`src/birh_pkg.sv`:
```
// Purpose: Shared constants and carriers for the board interrupt routing hub
// Assumes: Single 10 MHz clock domain, synchronous active-low reset
// Notes:   Level numbering follows the recommended source map
package birh_pkg;

  // ----------------------------------------
  // Widths and counts
  // ----------------------------------------
  localparam int NUM_LEGACY     = 16;
  localparam int NUM_PCI        = 16;
  localparam int NUM_LEVELS     = 32;
  localparam int LEVEL_W        = 5;
  localparam int MSG_BITS       = 8;

  // ----------------------------------------
  // Fixed level positions
  // ----------------------------------------
  localparam logic [4:0] LVL_PROC_REQ = 5'h00;
  localparam logic [4:0] LVL_CASCADE  = 5'h02;
  localparam logic [4:0] LVL_SERIAL_A = 5'h03;
  localparam logic [4:0] LVL_SERIAL_B = 5'h04;
  localparam logic [4:0] LVL_DISK     = 5'h0E;
  localparam logic [4:0] LVL_PCI_BASE = 5'h10;
  localparam int          CASCADE_IN  = 2;

  // ----------------------------------------
  // Message type codes
  // ----------------------------------------
  localparam logic [1:0] MSG_FIXED  = 2'h0;
  localparam logic [1:0] MSG_NMI    = 2'h1;
  localparam logic [1:0] MSG_SMI    = 2'h2;

  // ----------------------------------------
  // Serial link timing
  // ----------------------------------------
  localparam int HOST_CLK_DIV   = 4;
  localparam int LINK_HALF_CYC  = HOST_CLK_DIV / 2;
  localparam int START_BITS     = 1;
  localparam int FRAME_BITS     = START_BITS + 2 + MSG_BITS;

  // ----------------------------------------
  // Reset values
  // ----------------------------------------
  localparam logic [15:0] PEND_RST = 16'h0000;

  // Message carried to the serial sender
  typedef struct packed {
    logic [1:0] kind;
    logic [4:0] level;
  } birh_msg_t;

endpackage : birh_pkg

```
`src/birh_serial_tx.sv`:
```
// Purpose: Sends one message as a serial frame on two data lines
// Assumes: Link clock is the system clock divided by four
// Notes:   Data lines are open drain; enable low means drive low
`timescale 1ns/1ps
module birh_serial_tx
(
  // Clock and reset
  input  wire logic              mclk,
  input  wire logic              rst_n,
  input  wire logic              clkEn,
  // Message request
  input  wire logic              msgValid,
  input  wire birh_pkg::birh_msg_t msgIn,
  output logic                   msgReady,
  // Link pins
  output logic                   linkClk,
  output logic                   dat0Out,
  output logic                   dat0OeN,
  output logic                   dat1Out,
  output logic                   dat1OeN
);

  typedef enum logic [1:0] {TX_IDLE, TX_SHIFT} birh_txst_t;

  birh_txst_t  state_reg;
  logic [1:0]  div_reg;
  logic [3:0]  bitCnt_reg;
  logic [10:0] shift_reg;

  // ----------------------------------------
  // Link clock divider
  // ----------------------------------------
  // Divide by four
  always_ff @(posedge mclk)
  begin
    if (!rst_n)
      div_reg <= 2'h0;
    else if (clkEn)
      div_reg <= div_reg + 2'h1;
  end

  assign linkClk = div_reg[1];
  logic bitTick;
  assign bitTick  = (div_reg == 2'h3);
  assign msgReady = (state_reg == TX_IDLE) && bitTick;

  // ----------------------------------------
  // Frame shifter
  // ----------------------------------------
  // Drive both data lines
  always_ff @(posedge mclk)
  begin
    if (!rst_n)
    begin
      state_reg  <= TX_IDLE;
      bitCnt_reg <= 4'h0;
      shift_reg  <= 11'h7FF;
    end
    else if (clkEn && bitTick)
    begin
      case (state_reg)
        TX_IDLE:
          if (msgValid)
          begin
            shift_reg  <= {1'b0, msgIn.kind, 1'b0, msgIn.level, 2'h3};
            bitCnt_reg <= 4'(birh_pkg::FRAME_BITS);
            state_reg  <= TX_SHIFT;
          end
        TX_SHIFT:
        begin
          shift_reg <= {shift_reg[9:0], 1'b1};
          if (bitCnt_reg == 4'h1)
            state_reg <= TX_IDLE;
          bitCnt_reg <= bitCnt_reg - 4'h1;
        end
        default:
          state_reg <= TX_IDLE;
      endcase
    end
  end

  // Lines float high when idle; a zero is actively pulled low
  assign dat0Out = 1'b0;
  assign dat1Out = 1'b0;
  assign dat0OeN = (state_reg == TX_SHIFT) ? shift_reg[10] : 1'b1;
  assign dat1OeN = (state_reg == TX_SHIFT) ? shift_reg[9]  : 1'b1;

endmodule : birh_serial_tx

```
`src/birh_hub.sv`:
```
// Purpose: Board interrupt routing hub, legacy and serial delivery modes
// Assumes: All interrupt inputs arrive from pins and are synchronised here
// Notes:   Legacy sources active high except the clock interrupt
`timescale 1ns/1ps
module birh_hub
#(
  parameter int NUM_PCI = birh_pkg::NUM_PCI
)
(
  // Clock and reset
  input  wire logic               mclk,
  input  wire logic               rst_n,
  input  wire logic               clkEn,
  // Mode straps
  input  wire logic               advMode,
  input  wire logic               serialSwap,
  // Interrupt sources
  input  wire logic [15:0]        legacyReq,
  input  wire logic               rtc_int_req_n,
  input  wire logic [NUM_PCI-1:0] pciInt,
  input  wire logic               nmiReq,
  input  wire logic               bridgeSmi,
  input  wire logic               mgmtSmi,
  // Legacy mode output
  output logic                    processor_int_request,
  output logic                    sys_mgmt_int_n,
  // Acknowledge from the servicing processor
  input  wire logic               intAck,
  // Serial interrupt link
  output logic                    linkClk,
  output logic                    dat0Out,
  output logic                    dat0OeN,
  output logic                    dat1Out,
  output logic                    dat1OeN
);

  localparam int NSRC = 16 + NUM_PCI + 2;

  // ----------------------------------------
  // Input synchronisers
  // ----------------------------------------
  logic [NSRC-1:0] meta_reg;
  logic [NSRC-1:0] sync_reg;
  logic [NSRC-1:0] prev_reg;
  logic [NSRC-1:0] rawIn;
  logic [15:0]     legacyMapped;

  always_comb
  begin
    legacyMapped    = legacyReq;
    legacyMapped[8] = ~rtc_int_req_n;
    if (serialSwap)
    begin
      legacyMapped[3] = legacyReq[4];
      legacyMapped[4] = legacyReq[3];
    end
  end

  assign rawIn = {(bridgeSmi | mgmtSmi), nmiReq, pciInt, legacyMapped};

  always_ff @(posedge mclk)
  begin
    if (!rst_n)
    begin
      meta_reg <= '0;
      sync_reg <= '0;
    end
    else if (clkEn)
    begin
      meta_reg <= rawIn;
      sync_reg <= meta_reg;
    end
  end

  // ----------------------------------------
  // Legacy cascade controllers
  // ----------------------------------------
  logic [7:0]  secPend;
  logic [7:0]  primIn;
  logic [15:0] legPend_reg;
  logic [15:0] ackMask;

  // Level latch; cleared by acknowledge of the lowest pending primary input, or of the lowest secondary level if that input is the cascade
  function automatic logic [15:0] lowestBit(input logic [15:0] v);
    lowestBit = v & (~v + 16'h0001);
  endfunction : lowestBit

  always_ff @(posedge mclk)
  begin
    if (!rst_n)
      legPend_reg <= birh_pkg::PEND_RST;
    else if (clkEn)
      legPend_reg <= (legPend_reg & ~ackMask)
                     | (advMode ? 16'h0000 : (sync_reg[15:0] & ~prev_reg[15:0]));
  end

  assign secPend = legPend_reg[15:8];

  always_comb
  begin
    primIn = legPend_reg[7:0];
    primIn[birh_pkg::CASCADE_IN] = |secPend;
  end

  // Ack clears one level
  // Picking the cascade slot must clear a secondary level, or it never drops
  always_comb
  begin
    ackMask = lowestBit({8'h00, primIn});
    if (ackMask[birh_pkg::CASCADE_IN])
      ackMask = lowestBit({secPend, 8'h00});
    if (!intAck)
      ackMask = 16'h0000;
  end

  always_ff @(posedge mclk)
  begin
    if (!rst_n)
      processor_int_request <= 1'b0;
    else if (clkEn)
      processor_int_request <= !advMode && (|primIn);
  end

  always_ff @(posedge mclk)
  begin
    if (!rst_n)
      sys_mgmt_int_n <= 1'b1;
    else if (clkEn)
      sys_mgmt_int_n <= !(!advMode && sync_reg[NSRC-1]);
  end

  // ----------------------------------------
  // Edge detect and pending events
  // ----------------------------------------
  logic [NSRC-1:0] evPend_reg;
  logic [NSRC-1:0] grant;
  logic            msgReady;
  logic            msgValid;
  birh_pkg::birh_msg_t msg;
  int              selIdx;

  always_ff @(posedge mclk)
  begin
    if (!rst_n)
      prev_reg <= '0;
    else if (clkEn)
      prev_reg <= sync_reg;
  end

  // Priority pick: lowest index wins
  always_comb
  begin
    grant  = '0;
    selIdx = 0;
    for (int i = NSRC - 1; i >= 0; i--)
      if (evPend_reg[i])
      begin
        selIdx = i;
      end
    if (|evPend_reg)
      grant[selIdx] = 1'b1;
  end

  assign msgValid = advMode && (|evPend_reg);

  always_ff @(posedge mclk)
  begin
    if (!rst_n)
      evPend_reg <= '0;
    else if (clkEn)
      evPend_reg <= (evPend_reg & ~((msgValid && msgReady) ? grant : '0))
                    | (advMode ? (sync_reg & ~prev_reg) : '0);
  end

  // ----------------------------------------
  // Message build
  // ----------------------------------------
  // Identify the interrupt
  always_comb
  begin
    msg.kind  = birh_pkg::MSG_FIXED;
    msg.level = 5'(selIdx);
    if (selIdx == NSRC - 2)
    begin
      msg.kind  = birh_pkg::MSG_NMI;
      msg.level = 5'h00;
    end
    else if (selIdx == NSRC - 1)
    begin
      msg.kind  = birh_pkg::MSG_SMI;
      msg.level = 5'h00;
    end
    else if (selIdx >= 16)
      msg.level = 5'(selIdx);
  end

  // ----------------------------------------
  // Serial sender
  // ----------------------------------------
  // Three-wire link
  birh_serial_tx u_tx
  (
    .mclk     (mclk),
    .rst_n    (rst_n),
    .clkEn    (clkEn),
    .msgValid (msgValid),
    .msgIn    (msg),
    .msgReady (msgReady),
    .linkClk  (linkClk),
    .dat0Out  (dat0Out),
    .dat0OeN  (dat0OeN),
    .dat1Out  (dat1Out),
    .dat1OeN  (dat1OeN)
  );

  // ----------------------------------------
  // Checks
  // ----------------------------------------
  property p_legacyQuiet;
    @(posedge mclk) disable iff (!rst_n)
    (clkEn && advMode) |=> !processor_int_request;
  endproperty
  a_legacyQuiet: assert property (p_legacyQuiet) else $error("request line set in adv mode");

  property p_cascade;
    @(posedge mclk) disable iff (!rst_n)
    (clkEn && !advMode && (|secPend)) |=> processor_int_request;
  endproperty
  a_cascade: assert property (p_cascade) else $error("cascade not on input 2");

  property p_reqLine;
    @(posedge mclk) disable iff (!rst_n)
    (clkEn && !advMode && (|primIn)) |=> processor_int_request;
  endproperty
  a_reqLine: assert property (p_reqLine) else $error("request line missing");

  property p_edgeCaught;
    @(posedge mclk) disable iff (!rst_n)
    (clkEn && advMode && sync_reg[0] && !prev_reg[0]) |=> evPend_reg[0];
  endproperty
  a_edgeCaught: assert property (p_edgeCaught) else $error("edge not pending");

  property p_sent;
    @(posedge mclk) disable iff (!rst_n)
    (clkEn && msgValid && msgReady) |=> !dat0OeN;
  endproperty
  a_sent: assert property (p_sent) else $error("no frame start");

  property p_idleLines;
    @(posedge mclk) disable iff (!rst_n)
    !advMode [*8] |-> (dat0OeN && dat1OeN);
  endproperty
  a_idleLines: assert property (p_idleLines) else $error("lines driven when idle");

  property p_divide;
    @(posedge mclk) disable iff (!rst_n)
    (clkEn && $rose(linkClk)) ##1 clkEn |-> linkClk ##1 !linkClk;
  endproperty
  a_divide: assert property (p_divide) else $error("link clock period wrong");

  property p_noRepeat;
    @(posedge mclk) disable iff (!rst_n)
    (clkEn && sync_reg[0] && prev_reg[0] && !evPend_reg[0]) |=> !evPend_reg[0];
  endproperty
  a_noRepeat: assert property (p_noRepeat) else $error("repeat message");

  property p_ackOne;
    @(posedge mclk) disable iff (!rst_n)
    (clkEn && intAck && !advMode && (|primIn)
      && ((sync_reg[15:0] & ~prev_reg[15:0]) == 16'h0000))
      |=> ($countones(legPend_reg) == $countones($past(legPend_reg)) - 1);
  endproperty
  a_ackOne: assert property (p_ackOne) else $error("ack did not clear one level");

  property p_nmiKind;
    @(posedge mclk) disable iff (!rst_n)
    (msgValid && grant[NSRC-2]) |-> ((msg.kind == birh_pkg::MSG_NMI) && (msg.level == 5'h00));
  endproperty
  a_nmiKind: assert property (p_nmiKind) else $error("nmi message wrong");

  property p_smiLine;
    @(posedge mclk) disable iff (!rst_n)
    (clkEn && !advMode && sync_reg[NSRC-1]) |=> !sys_mgmt_int_n;
  endproperty
  a_smiLine: assert property (p_smiLine) else $error("management line not low");

endmodule : birh_hub

```
`config.mk`:
```
export PLATFORM = sky130hd
export DESIGN_NAME = birh_hub
export DESIGN_NICKNAME = d
export VERILOG_FILES = /design/src/birh_pkg.sv /design/src/birh_serial_tx.sv /design/src/birh_hub.sv
export SDC_FILE = /design/constraint.sdc
export NUM_CORES = 1
export LEC_CHECK = 0
export ABC_AREA = 1
export BUFFER_PORTS_ARGS = -buffer_cell sky130_fd_sc_hd__buf_2
export CORE_MARGIN = 2
export CORE_UTILIZATION = 60
export CTS_CLUSTER_SIZE = 12
export DETAILED_ROUTE_END_ITERATION = 10
export GPL_TIMING_DRIVEN = 1
export PLACE_DENSITY = 0.84
export SLEW_MARGIN = 20
export SYNTH_ARGS = -nofsm -noshare
export SYNTH_HDL_FRONTEND = slang
export SYNTH_SLANG_ARGS = --single-unit
```
`constraint.sdc`:
```
create_clock -name mclk -period 2.9 [get_ports mclk]
set_input_delay 0.145 -clock mclk [delete_from_list [all_inputs] [get_ports mclk]]
set_output_delay 0.145 -clock mclk [all_outputs]
set_load 0.03 [all_outputs]
```
After elaboration in Yosys (flattened, before gate mapping)
Index checks and enable logic that the tools add are counted.
{ "totals": {"ff_bits": 173, "input_bits": 42} }
{ "classes": {"n_addsub": 4, "n_lt_le_gt_ge": 2, "n_eq_ne": 7, "n_mux": 55, "bitwise_logic": 16, "n_reduce_logical": 16} }
{ "op_table": {"columns": ["op", "n"], "rows": [
  ["$mux 32", 33],
  ["$mux 34", 3],
  ["$and 34x34->34", 2],
  ["$not 34->34", 2],
  ["$eq 32x7->1 const B", 2],
  ["$and 16x16->16", 3],
  ["$mux 16", 3],
  ["$not 16->16", 3],
  ["$or 34x34->34", 1],
  ["$reduce_or 34->1", 1],
  ["$add 16x1->16 const B", 2],
  ["$ge 32x1->1 const B", 1],
  ["$lt 32x8->1 const B", 1],
  ["$pmux 11 s2", 1],
  ["$and 8x16->16", 1],
  ["$not 8->16", 1],
  ["$or 16x16->16", 1],
  ["$reduce_or 15->1", 1],
  ["$mux 11", 1],
  ["$mux 2", 4],
  ["$pmux 4 s2", 1],
  ["$reduce_or 8->1", 1],
  ["$logic_and 1x1->1", 7],
  ["$mux 7", 1],
  ["19 further kinds", 23]
]} }

Depth between registers and ports, before layout
{ "depth": {"word_depth": 43, "depth_mapped": 38, "ltp_nobuf": 38} }

By module
A second synthesis with hierarchy kept.
{ "hier_totals": {"hier_cells": 969, "hier_area_um2": 7073.0} }
{ "by_module_without_submodules": {"columns": ["module", "n_inst", "cells_per_inst", "area_per_inst_um2", "seq_area_each_um2"], "rows": [
  ["birh_hub", 1, 870, 6296.0, 3062.9],
  ["birh_serial_tx", 1, 99, 777.0, 320.3]
]} }

Worst setup path after synthesis
Ideal clock, no wire load.
{ "synth_timing": {"path_type": "register to register", "start": "register evPend_reg[32]", "end": "register evPend_reg[25]", "t_arrival_ns": 2.146, "slack_ns": 0.617, "path_stages_with_launch": 39, "path_buffers": 0, "synth_period_minus_slack_ns": 2.283, "path_cell_list": "dfxtp_1 inv_2 nand2_2 nand2_1 nand2_1 nand2_1 nand2_1 nand2_1 nand2_1 nand2_1 nand2_1 nand2_1 nand2_1 nand2_1 nand2_1 nand2_1 nand2_1 nand2_1 [... 3 more ...] nand2_1 nand2_1 nand2_1 nand2_1 nand2_1 nand2_1 nand2_1 nand2_1 nand2_1 nand2_1 nand2_1 nand2_2 nand2_4 nand2_8 nor2_4 nand2_1 nand2_1 a21oi_2"} }
{ "synth_between": {"elab_chain_len": 42, "word_cells_on_any_way": 46} }
{ "synth_rtl": {"columns": ["item", "line", "source"], "rows": [
  ["start: declaration", "birh_hub.sv:135", "logic [NSRC-1:0] evPend_reg;"],
  ["start signal: assignment", "birh_hub.sv:171", "evPend_reg <= (evPend_reg & ~((msgValid && msgReady) ? grant : '0))"],
  ["$mux 32 (33 in series)", "birh_hub.sv:156", "if (evPend_reg[i])"],
  ["$ge 32x1->1 (not written as such) / $lt 32x8->1 (equally long branches)", "birh_hub.sv:161", "grant[selIdx] = 1'b1;"],
  ["$logic_and 1x1->1 (not written as such)", "birh_hub.sv:161", null],
  ["$mux 1 (not written as such)", "birh_hub.sv:161", null],
  ["$demux 1 s6", "birh_hub.sv:161", null],
  ["$mux 34", "birh_hub.sv:160", "if (|evPend_reg)"],
  ["$mux 34 (*)", "birh_hub.sv:171", null],
  ["$not 34->34 (*)", "birh_hub.sv:171", null],
  ["$and 34x34->34 (*)", "birh_hub.sv:171", null],
  ["$or 34x34->34 (*)", "birh_hub.sv:172", "| (advMode ? (sync_reg & ~prev_reg) : '0);"]
]} }
Mark *: on every way between the ends. The rest lies on a longest branch, timed or not.
A chain may end at the register's enable or synchronous reset.

Worst setup path after layout
{ "layout_timing": {"start": "register evPend_reg[32]", "end": "register evPend_reg[19]"} }
Same word-level chain as after synthesis.

==> summary.md <==
| Metric | Value |
|---|---|
| Routed len/inst | 14.24 um |
| Pleak | 3.398 nW |
| Cells after DPL | 1096 |
| Finished Layout Cells | 1162 |
| Maximum clock path buffer count | 2 |
| First-pass GRT wire length | 27660 um |
| DIE HEIGHT | 112.1 um |
| Fin area | 8210 um2 |
| Total Power | 5.489 mW |
| CTS tree | done |
| Max stage delay on crit path | 320 ps |
| Largest net degree at the start of global routing | 111 |
| HP Class | primary input to flip-flop |
| R2R Path End | evPend_reg[19] |
| Clock network power share | 41.2% |
| Mean post-synth cell area | 7.361 um2 |
| Relative max-transition margin | 34.81% |
| First DRT Iteration DRCs | 498 |
| Buffers on Ports | 45 |
| Cts bufs inserted | 17 |
| CP most frequent cell | nand2_1 |
| CP max FO | 5 |
| Ports | 49 |
| Kind of critical path | flip-flop to flip-flop |
| Worst Hold Depth | 3 |
| Share of cells above drive strength 1 | 12.76% |
| Yosys warns | 0 |
| Worst EP required | 3170 ps |
| GP Congestion | 0.9087 |
| Max VDD drop | 0.0006359 V |
| Pre-Repair DR Iteration Count | 5 |
| Net Switching | 1.476 mW |
| Initial Utilization | 61.37% |
| Number of global-route vias before repair | 5942 |
| GRT Residual Overflow | 0 |
| Initial antenna violation count | 0 |
| RSZ-0062 raised after global routing | yes |
| Worst r2r src | evPend_reg[32] |
| CP endpoint kind | flip-flop |
| Antenna diodes | 0 |
| Run status | finished clean |
| Fin Setup TNS | 0 ps |
| H-tree depth | 4 |
| Seq pwr share | 45.6% |
| Placed cell area | 7238 um2 |
| Worst Hold Path EP | meta_reg[25] |
| Unique masters post-synth | 41 |
| Clk root buf | clkbuf_16 |
| # setup viols final | 0 |
| Clock sinks | 169 |
| Layout area overhead | 17.16% |
| Critical Path AT | 2980 ps |
| Pre-CTS setup slack | 286.7 ps |
| Row cnt | 39 |
| Final Hold Vio Count | 0 |
| Combinational power share | 13.2% |
| Gate Count Post-Synth | 952 |
| Setup skew after layout | 9.390 ps |
| Register-to-Register Path Depth | 38 |
| Skew-Pair Late Insertion Delay | 430 ps |
| P_int | 4.013 mW |
| Post-route ant nets | 0 |
| Slew @ Worst Pin | 974.3 ps |
| Final nets | 1051 |
| Yosys reg bits | 169 |
| Area of the core | 11420 um2 |
| Sequential fraction of the synthesis area | 48.28% |
| DRC | 0 |
| DR vias/cell | 5.459 |
| Worst setup margin | 191.1 ps |
| PwrDens | 668.6 nW/um2 |
| Synth Cell Area | 7008 um2 |
| Final Cycle Share | 93.41% |
| DRT Wirelength | 16540 um |
| Pins Over Slew Limit | 0 |
| Final min period | 2709 ps |
| Die area | 12560 um2 |
| Total GRT Usage | 27.03% |
| Maxcap violations | 0 |
| DR vias | 6343 |
| Worst setup SP type | flip-flop |
| Peak Freq | 369.1 MHz |
| CTS clk-pin slew, worst paths | 70 ps |
| Width of the die | 112.1 um |
| Worst R2R Setup Slack | 190 ps |
| Worst Min Path Start | pciInt[9] |
| Switch share | 26.89% |
| Crit-path slowest cell | dfxtp_2 |
| Dpl hpwl | 9394 um |
[layer usage]
layer,vias to the layer above,global-route usage (%),wire (um)
met4,0,9.837,336
met2,195,45.33,8068
met3,34,5.940,767
met1,2900,34.56,7370
li1,3214,-,-
met5,-,0,0
[area by class of cell]
cell class                 count  area (um2)
clock inverter                11       132.6
fill                         837        3208
sequential                   169        3386
tap                          143       178.9
inverter                     107       407.9
timing repair buffer          83       594.3
clock buffer                  21       460.4
multi-input combinational    628        3050
[timing repair]
action | 4_1_cts | 5_1_grt
endpoints found under the setup margin | 0 | 36
hold endpoints to repair | 30 | 1
hold buffers | 31 | 1
setup buffers | 0 | 1
gates resized for setup | 0 | 14
[worst max path at each step]
| stage | from | to | slack (ps) | depth (start not counted) |
|---|---|---|---|---|
| 6_report | evPend_reg[32] | evPend_reg[19] | 190 | 38 |
| 5_1_grt | evPend_reg[32] | evPend_reg[19] | -220 | 38 |
| 4_1_cts | evPend_reg[30] | evPend_reg[17] | 260 | 20 |
| 3_5_place_dp | evPend_reg[30] | evPend_reg[25] | 290 | 20 |
| 3_3_place_gp | evPend_reg[30] | evPend_reg[25] | 300 | 20 |
| 2_1_floorplan | evPend_reg[32] | evPend_reg[25] | 620 | 38 |
[Yosys cell counts (all sizes together)]
master | instances | area share, %
ha | 3 | 0.54
o21ai | 140 | 10
a41oi | 1 | 0.13
o211ai | 3 | 0.32
clkbuf | 45 | 2.7
o21bai | 1 | 0.11
nand3b | 1 | 0.11
o22ai | 1 | 0.089
or4 | 1 | 0.11
xnor2 | 1 | 0.13
clkinv | 1 | 0.054
inv | 106 | 5.7
nor3 | 11 | 0.86
conb | 1 | 0.054
or2 | 2 | 0.18
nand4 | 5 | 0.45
dfxtp | 169 | 48
nand2 | 155 | 9.1
nand3 | 28 | 2.0
nor2 | 129 | 7.1
o311ai | 1 | 0.13
a211oi | 2 | 0.21
nor4 | 5 | 0.45
a31oi | 4 | 0.36
buf | 5 | 0.37
a22oi | 1 | 0.11
o41ai | 1 | 0.13
a21oi | 127 | 9.9
or3 | 2 | 0.18
[power groups by stage]
stage                     clock network, mW  registers, mW  logic (mW)
after global routing                   2.39           2.51       0.812
after floorplan                           0           2.54       0.493
after detailed placement                  0           2.55       0.638
after global placement                    0           2.54       0.625
final                                  2.26           2.50       0.723
after CTS                              2.27           2.50       0.676
[worst max-delay path: cells and delay by family, from the launching register on]
family,cells,cell delay (ps)
simple gates,36,2150
flops,1,320
buf+inv,1,60
compound gates,1,50
[cells by family (layout without fill, tap and decap cells)]
family / count (synthesis) / in the layout / synth area share, %
buffers and inverters: 157 / 222 / 8.873
XOR/XNOR: 1 / 1 / 0.1250
flip-flops: 169 / 169 / 48.28
adder cells (fa/ha/maj): 3 / 3 / 0.5357
AO/OA/AOI/OAI: 282 / 282 / 21.55
other: 1 / 2 / 0.05351
AND/OR/NAND/NOR: 339 / 340 / 20.59
[through the flow]
stage                     utilization, %  hold slack (ps)
after global placement             63.39            327.1
final                              71.90           0.3594
after floorplan                        -            239.1
after detailed placement           63.39            348.4
after CTS                          71.30            3.165
after global routing               71.90            23.49
[placed cells by master (no fill, tap or decap), types with 6 or more instances in the layout]
cell,synthesis,final
o21ai_0,123,123
nand2_4,5,6
dlygate4sd3_1,0,32
inv_6,1,7
o21ai_1,16,13
a21oi_2,16,17
a21oi_1,111,110
nor3_1,10,10
inv_1,102,101
nand3_1,28,28
dfxtp_1,169,167
nor2_1,127,127
nand2_1,147,140
buf_2,0,45
clkbuf_16,0,17
nand2_2,2,9
No activity file was read; power rests on OpenSTA's default activity.
